$ cat src/rtl/gss_pkg.sv
// Package for the general-output strobe assignment block.
// Assumes one 25 MHz clock domain and a plain strobe register port.
package gss_pkg;

   // ==========================================================
   // Register map
   localparam logic [7:0] GSS_ADDR_SELECT  = 8'h26;
   localparam logic [7:0] GSS_ADDR_CONTROL = 8'h27;
   localparam logic [7:0] GSS_ADDR_STATUS  = 8'h28;
   localparam logic [7:0] GSS_SELECT_RESET = 8'h35;

   // ==========================================================
   // Field layout
   localparam int GSS_THREE_LSB = 4;
   localparam int GSS_ONE_LSB   = 0;
   localparam int GSS_SEL_W     = 4;

   // ==========================================================
   // Strobe range
   localparam logic [3:0] GSS_STROBE_FIRST = 4'h3;
   localparam logic [3:0] GSS_STROBE_LAST  = 4'ha;

   // ==========================================================
   // Strobe step timing
   localparam int GSS_CLK_MHZ      = 25;
   localparam int GSS_STEP_US      = 1;
   localparam int GSS_STEP_CYCLES  = GSS_STEP_US * GSS_CLK_MHZ;

   typedef enum logic [1:0] {
      GSS_IDLE,
      GSS_RUN,
      GSS_DONE
   } gss_state_type;

endpackage : gss_pkg

$ cat src/rtl/gss_strobe_match.sv
// Decodes one strobe selector against the current sequencer strobe.
// Assumes the strobe number is valid only while the sequencer runs.
`timescale 1ns/1ps
module gss_strobe_match
   import gss_pkg::*;
#(
   parameter int SEL_W = GSS_SEL_W
)
(
   // Selector and strobe
   input  wire logic [SEL_W-1:0] sel,
   input  wire logic [3:0]       strobe_num,
   input  wire logic             strobe_fire,
   // Result
   output logic                  in_control,
   output logic                  hit
);

   always_comb
   begin
      // Codes below three and above ten leave the output alone
      in_control = (sel >= GSS_STROBE_FIRST) && (sel <= GSS_STROBE_LAST);
      hit        = in_control && strobe_fire && (sel == strobe_num);
   end

endmodule : gss_strobe_match

$ cat src/rtl/gss_top.sv
// General-output strobe assignment with a small power-up strobe walker.
// Assumes synchronous inputs on ref_clk and single-cycle register strobes.
//
// Operation
// - Select register at 0x26, eight bits, resets to 0x35.
// - Bits 7-4 select strobe for output three, default three.
// - Bits 3-0 select strobe for output one, default five.
// - Selector codes 0-2 leave output outside sequencer control.
// - Codes 3 to 10 turn output on at that strobe number.
// - Codes 11 to 15 leave output outside sequencer control.
`timescale 1ns/1ps
module gss_top
   import gss_pkg::*;
#(
   parameter int STEP_CYCLES = GSS_STEP_CYCLES
)
(
   // Clock and reset
   input  wire logic       ref_clk,
   input  wire logic       rst_n,
   // Register port
   input  wire logic [7:0] reg_addr,
   input  wire logic [7:0] reg_wdata,
   input  wire logic       reg_wr,
   input  wire logic       reg_rd,
   output logic [7:0]      reg_rdata,
   // Factory seal status, meaningless with backup converters off
   input  wire logic       factory_seal_flag,
   // Sequencer outputs
   output logic            general_output_three,
   output logic            general_output_one,
   output logic            seq_busy
);
   import gss_pkg::*;

   typedef struct packed {
      logic [7:0]    select;
      gss_state_type state;
      logic [3:0]    strobe;
      logic [15:0]   count;
      logic          out_three;
      logic          out_one;
      logic [7:0]    rdata;
      logic          busy;
   } gss_regs_type;

   gss_regs_type cur_reg;
   gss_regs_type cur_next;

   logic three_ctl;
   logic three_hit;
   logic one_ctl;
   logic one_hit;
   logic fire;

   // ==========================================================
   // Strobe decode
   assign fire = (cur_reg.state == GSS_RUN) && (cur_reg.count == 16'h0000);

   gss_strobe_match u_match_three (
      .sel         (cur_reg.select[GSS_THREE_LSB +: GSS_SEL_W]),
      .strobe_num  (cur_reg.strobe),
      .strobe_fire (fire),
      .in_control  (three_ctl),
      .hit         (three_hit)
   );

   gss_strobe_match u_match_one (
      .sel         (cur_reg.select[GSS_ONE_LSB +: GSS_SEL_W]),
      .strobe_num  (cur_reg.strobe),
      .strobe_fire (fire),
      .in_control  (one_ctl),
      .hit         (one_hit)
   );

   // ==========================================================
   // Next state
   always_comb
   begin
      cur_next       = cur_reg;
      cur_next.rdata = 8'h00;
      if (reg_wr && reg_addr == GSS_ADDR_SELECT)
      begin
         cur_next.select = reg_wdata;
      end
      if (reg_rd)
      begin
         case (reg_addr)
            GSS_ADDR_SELECT:  cur_next.rdata = cur_reg.select;
            GSS_ADDR_CONTROL: cur_next.rdata = 8'h00;
            // Seal flag is passed through raw; software must discard it
            // when the backup converters are off
            GSS_ADDR_STATUS:  cur_next.rdata = {4'h0, factory_seal_flag,
                                                cur_reg.out_three, cur_reg.out_one,
                                                cur_reg.state == GSS_RUN};
            default:          cur_next.rdata = 8'h00;
         endcase
      end
      case (cur_reg.state)
         GSS_IDLE:
         begin
            cur_next.count = 16'h0000;
         end
         GSS_RUN:
         begin
            if (cur_reg.count != 16'h0000)
            begin
               cur_next.count = cur_reg.count - 16'h0001;
            end
            else
            begin
               if (three_hit)
               begin
                  cur_next.out_three = 1'b1;
               end
               if (one_hit)
               begin
                  cur_next.out_one = 1'b1;
               end
               if (cur_reg.strobe == GSS_STROBE_LAST)
               begin
                  cur_next.state = GSS_DONE;
               end
               else
               begin
                  cur_next.strobe = cur_reg.strobe + 4'h1;
                  cur_next.count  = 16'(STEP_CYCLES - 1);
               end
            end
         end
         GSS_DONE:
         begin
            cur_next.count = 16'h0000;
         end
         default:
         begin
            cur_next.state = GSS_IDLE;
         end
      endcase
      // Writing bit 0 of the control register starts a power-up run unless one is already running.
      // Placed after the state case so the idle count clear cannot
      // shorten the first strobe interval.
      if (reg_wr && reg_addr == GSS_ADDR_CONTROL && reg_wdata[0] && cur_reg.state != GSS_RUN)
      begin
         cur_next.state     = GSS_RUN;
         cur_next.strobe    = GSS_STROBE_FIRST;
         cur_next.count     = 16'(STEP_CYCLES - 1);
         // Outputs handed to the sequencer start off; others keep level
         cur_next.out_three = three_ctl ? 1'b0 : cur_reg.out_three;
         cur_next.out_one   = one_ctl ? 1'b0 : cur_reg.out_one;
      end
      // Busy is registered so the pin comes straight from a flop
      cur_next.busy = (cur_next.state == GSS_RUN);
   end

   // ==========================================================
   // State register
   always_ff @(posedge ref_clk or negedge rst_n)
   begin
      if (!rst_n)
      begin
         cur_reg           <= '0;
         cur_reg.select    <= GSS_SELECT_RESET;
         cur_reg.state     <= GSS_IDLE;
         cur_reg.strobe    <= GSS_STROBE_FIRST;
      end
      else
      begin
         cur_reg <= cur_next;
      end
   end

   assign reg_rdata            = cur_reg.rdata;
   assign general_output_three = cur_reg.out_three;
   assign general_output_one   = cur_reg.out_one;
   assign seq_busy             = cur_reg.busy;

   // ==========================================================
   // Checks
   property p_reset_value;
      @(posedge ref_clk) disable iff (!rst_n)
      $rose(rst_n) |-> cur_reg.select == GSS_SELECT_RESET;
   endproperty
   a_reset_value: assert property (p_reset_value) else $error("select reset wrong");

   property p_write_select;
      @(posedge ref_clk) disable iff (!rst_n)
      (reg_wr && reg_addr == GSS_ADDR_SELECT) |=> cur_reg.select == $past(reg_wdata);
   endproperty
   a_write_select: assert property (p_write_select) else $error("select not written");

   property p_read_select;
      @(posedge ref_clk) disable iff (!rst_n)
      (reg_rd && reg_addr == GSS_ADDR_SELECT && !reg_wr) |=> reg_rdata == $past(cur_reg.select);
   endproperty
   a_read_select: assert property (p_read_select) else $error("select readback wrong");

   property p_low_code_off;
      @(posedge ref_clk) disable iff (!rst_n)
      (seq_busy && cur_reg.select[3:0] < GSS_STROBE_FIRST && !general_output_one)
         |=> !general_output_one;
   endproperty
   a_low_code_off: assert property (p_low_code_off) else $error("low code drove output");

   property p_high_code_off;
      @(posedge ref_clk) disable iff (!rst_n)
      (seq_busy && cur_reg.select[7:4] > GSS_STROBE_LAST && !general_output_three)
         |=> !general_output_three;
   endproperty
   a_high_code_off: assert property (p_high_code_off) else $error("high code drove output");

   property p_hit_sets;
      @(posedge ref_clk) disable iff (!rst_n)
      (fire && cur_reg.strobe == cur_reg.select[3:0]) |=> general_output_one;
   endproperty
   a_hit_sets: assert property (p_hit_sets) else $error("output one missed strobe");

   property p_ascending;
      @(posedge ref_clk) disable iff (!rst_n)
      (fire && cur_reg.strobe != GSS_STROBE_LAST) |=> cur_reg.strobe == $past(cur_reg.strobe) + 4'h1;
   endproperty
   a_ascending: assert property (p_ascending) else $error("strobe order broken");

   property p_no_early;
      @(posedge ref_clk) disable iff (!rst_n)
      (seq_busy && !fire && !general_output_three) |=> !general_output_three;
   endproperty
   a_no_early: assert property (p_no_early) else $error("output three rose between strobes");

endmodule : gss_top

$ cat config.mk
export PLATFORM = sky130hd
export DESIGN_NAME = gss_top
export DESIGN_NICKNAME = d
export VERILOG_FILES = /design/src/rtl/gss_pkg.sv /design/src/rtl/gss_strobe_match.sv /design/src/rtl/gss_top.sv
export SDC_FILE = /design/constraint.sdc
export NUM_CORES = 1
export LEC_CHECK = 0
export BUFFER_PORTS_ARGS = -buffer_cell sky130_fd_sc_hd__buf_2
export CORE_UTILIZATION = 57
export DETAILED_ROUTE_END_ITERATION = 16
export GPL_TIMING_DRIVEN = 0
export PLACE_DENSITY = 0.83
export SETUP_SLACK_MARGIN = 0.4
export SYNTH_ARGS = -nofsm -noshare
export SYNTH_HDL_FRONTEND = slang
export SYNTH_HIERARCHICAL = 1
export SYNTH_SLANG_ARGS = --single-unit
export TNS_END_PERCENT = 100
$ cat constraint.sdc
create_clock -name ref_clk -period 2.28 [get_ports ref_clk]
set_input_delay 0.342 -clock ref_clk [delete_from_list [all_inputs] [get_ports ref_clk]]
set_output_delay 0.342 -clock ref_clk [all_outputs]
set_load 0.01 [all_outputs]
==> results.py <==
metrics = {
    "route": {
        "wl_per_cell_um": 22.2,
        "firstDrtPassIters": 5,
        "drtAntennaViolNets": 0,
        "initialDrtViolationCount": 232,
        "drcViolationCount": 0,
        "totalWireLength_um": 7360,
        "routed-via-count": 2137,
        "viasPerCell": 6.44,
    },
    "setup_path": {
        "timing.rr.start": "cur_reg[16]",
        "reg2reg_setup_slack_ns": 0.15,
        "critPathMaxFanout": 4,
        "cp-start-kind": "flip-flop",
        "worstSetupEndpointType": "flip-flop",
        "worstRegToRegCells": 7,
        "worst_ep_arrival_time_ns": 2.33,
        "worstPathRequired_ns": 2.48,
        "path_class": "flip-flop to flip-flop",
        "crit-reg2reg-capture": "cur_reg[19]",
    },
    "cts": {
        "cts.path.max_buffers": 2,
        "cts_tree": "yes",
        "cts_buffers": 5,
        "cts.sinks": 41,
        "path_clk_slew_ns": 0.09,
        "cts_root_buf": "clkbuf_8",
        "clock_latency_ns": 0.32,
        "h-tree-depth": 2,
    },
    "global_route": {
        "grt-ovfl-total": 0,
        "grt_pass1_vias": 1959,
        "antenna_found_initial": 0,
        "grt_pass1_wl_um": 9650,
        "grt_util_all_layers": 0.309,
        "grt_max_degree": 42,
    },
    "pwr": {
        "switching_share": 0.375,
        "power_mw": 2.29,
        "clkPwrFrac": 0.233,
        "seq_power_share": 0.396,
        "p_switching_mw": 0.860,
        "p_int_mw": 1.43,
        "peakVddDrop_v": 0.000491,
        "combPwrFrac": 0.371,
        "leakagePower_nw": 1.55,
        "pwr_density_cell_mw_per_mm2": 734,
    },
    "synth": {
        "ys_types": 54,
        "synthArstFlopShare": 1.00,
        "synth_edf_count": 0,
        "syn_nets": 239,
        "syn-cell-area_mm2": 0.00228,
        "ys_warn_count": 6,
        "synthCells": 214,
        "synth.yosys.seq_area_share": 0.454,
        "synth-main-ff-cell": "dfrtp_1",
        "ys_ff_latch": 41,
        "avgSynthCellArea_um2": 10.6,
    },
    "floorplan": {
        "die_h_um": 65.2,
        "rows": 22,
        "core_mm2": 0.00374,
        "ioPinCount": 32,
        "die_w_um": 65.2,
        "die-area_mm2": 0.00425,
        "start_util": 0.608,
    },
    "timing": {
        "rsz0062_at_grt": "yes",
        "fin_crit_ns": 2.13,
        "max_freq_mhz": 470,
        "tightest_slew_ns": 0.927,
        "maxSlewViolCount": 0,
        "final-setup-viol-count": 0,
        "hold_viol_final": 0,
        "relSlewSlack": 0.382,
        "skew_ns": 0.00930,
        "setup_tns_ns": 0,
        "finalCritPeriodShare": 0.933,
    },
    "job": {
        "drv_cap": 0,
    },
    "layout": {
        "seqCellArea_mm2": 0.00104,
        "fillers": 206,
        "fin_area_mm2": 0.00312,
        "drive_above_1_share": 0.511,
        "fin_nets": 308,
        "largest_reg_flops": 30,
        "fin_util": 0.834,
        "antenna_cells": 0,
        "multi_input_area_mm2": 0.00133,
        "area_growth_pct": 37.1,
    },
    "placed_design": {
        "place_hpwl_um": 3280,
        "port_buffers": 31,
        "gp_congestion": 0.851,
        "dpl_cell_area_mm2": 0.00252,
    },
    "status": {
        "status": "complete, no violations",
    },
    "worst_hold_path": {
        "holdCritPathClass": "input port to async pin",
    },
}
## cell type report
class	count	share of cell area
timing repair buffer	62	0.135
clock buffer	5	0.0220
buffer	16	0.0481
clock inverter	3	0.00802
inverter	7	0.00842
multi-input combinational	150	0.427
sequential	41	0.333
tap	48	0.0192
## power groups by stage
stage | sequential [mW] | combinational [mW] | clock (mW)
2_1_floorplan | 0.889 | 0.369 | 0
3_3_place_gp | 0.913 | 0.449 | 0
3_5_place_dp | 0.914 | 0.468 | 0
4_1_cts | 0.889 | 0.639 | 0.519
5_1_grt | 0.915 | 0.894 | 0.554
6_report | 0.908 | 0.850 | 0.533
## critical path, stage by stage (launching register included)
cell	delay (ns)
dfrtp_2	0.47
or4_4	0.58
or2_1	0.29
buf_6	0.14
buf_4	0.14
nand2_1	0.08
a2bb2oi_1	0.21
o31ai_1	0.10
## timing repair
action | CTS | global route
gates cloned | 0 | 1
pin swaps | 12 | 15
endpoints found under the hold margin | 0 | 0
buffers inserted | 24 | 6
hold buffers | 0 | 0
setup endpoints to repair | 22 | 28
resized for setup | 31 | 27
## through the flow
step / worst slack (ns) / hold WS (ns) / instances
after global placement: 0.132 / 0.515 / 293
after floorplan: 0.337 / 0.0464 / 214
after global routing: 0.0896 / 0.234 / 332
after detailed placement: 0.0389 / 0.520 / 293
final: 0.154 / 0.155 / 332
after CTS: 0.342 / 0.181 / 325
## worst max path at each step
stage | from | to | slack, ns | cells past startpoint
3_3_place_gp | reg_addr[4] | cur_reg[18] | 0.13 | 7
3_5_place_dp | reg_addr[4] | cur_reg[18] | 0.04 | 7
5_1_grt | cur_reg[16] | cur_reg[19] | 0.09 | 7
2_1_floorplan | cur_reg[11] | cur_reg[18] | 0.34 | 9
4_1_cts | cur_reg[17] | cur_reg[24] | 0.34 | 9
6_report | cur_reg[16] | cur_reg[19] | 0.15 | 7
## cell usage in the layout (no fill, tap or decap), types with 3 or more instances in the layout
cell      instances
xor2_1            6
nand2_1          12
and4_1            4
o31ai_1           3
inv_1             5
or3_1             3
xnor2_1           5
buf_4            34
a21oi_2           4
a22o_1            7
dfrtp_2           4
clkbuf_8          6
dfrtp_1          31
nor2_1            8
buf_2            32
and2_1            5
buf_6             9
nand3_1           5
mux2_2            8
nor2_4            3
o21ai_1           3
a21oi_1           6
or4_4             3
nor3_1            4
dfstp_2           6
## metal layers
metal	vias to the layer above	global-route usage	wire, um
li1	912	-	-
met1	1031	0.401	2730
met2	158	0.496	3770
met3	36	0.0660	579
met4	0	0.136	285
met5	-	0	0
## logic make-up (layout without fill, tap and decap cells)
kind of cell,after synthesis,after routing,synth area share
AOI/OAI and AO/OA,51,51,0.173
and+or+nand+nor,73,73,0.191
xor gates and xnor gates,12,12,0.0462
DFF,41,41,0.454
adders and majority gates,4,4,0.0220
buffers and inverters,23,93,0.0659
muxes,10,10,0.0484
## cells in the mapped netlist (5+ instances only)
| library cell | count | area [um2] |
|---|---|---|
| a22o_1 | 7 | 61.3 |
| nand3_1 | 7 | 35.0 |
| and2_1 | 5 | 31.3 |
| inv_1 | 7 | 26.3 |
| dfstp_2 | 6 | 158 |
| nand2_1 | 14 | 52.6 |
| nor2_1 | 11 | 41.3 |
| a21oi_1 | 8 | 40.0 |
| dfrtp_1 | 35 | 876 |
| xnor2_1 | 6 | 52.6 |
| xor2_1 | 6 | 52.6 |
| nor3_1 | 6 | 30.0 |
| o21ai_0 | 6 | 30.0 |
| buf_4 | 8 | 60.1 |
| mux2_2 | 8 | 90.1 |
Power figures use the tool's default switching activity.
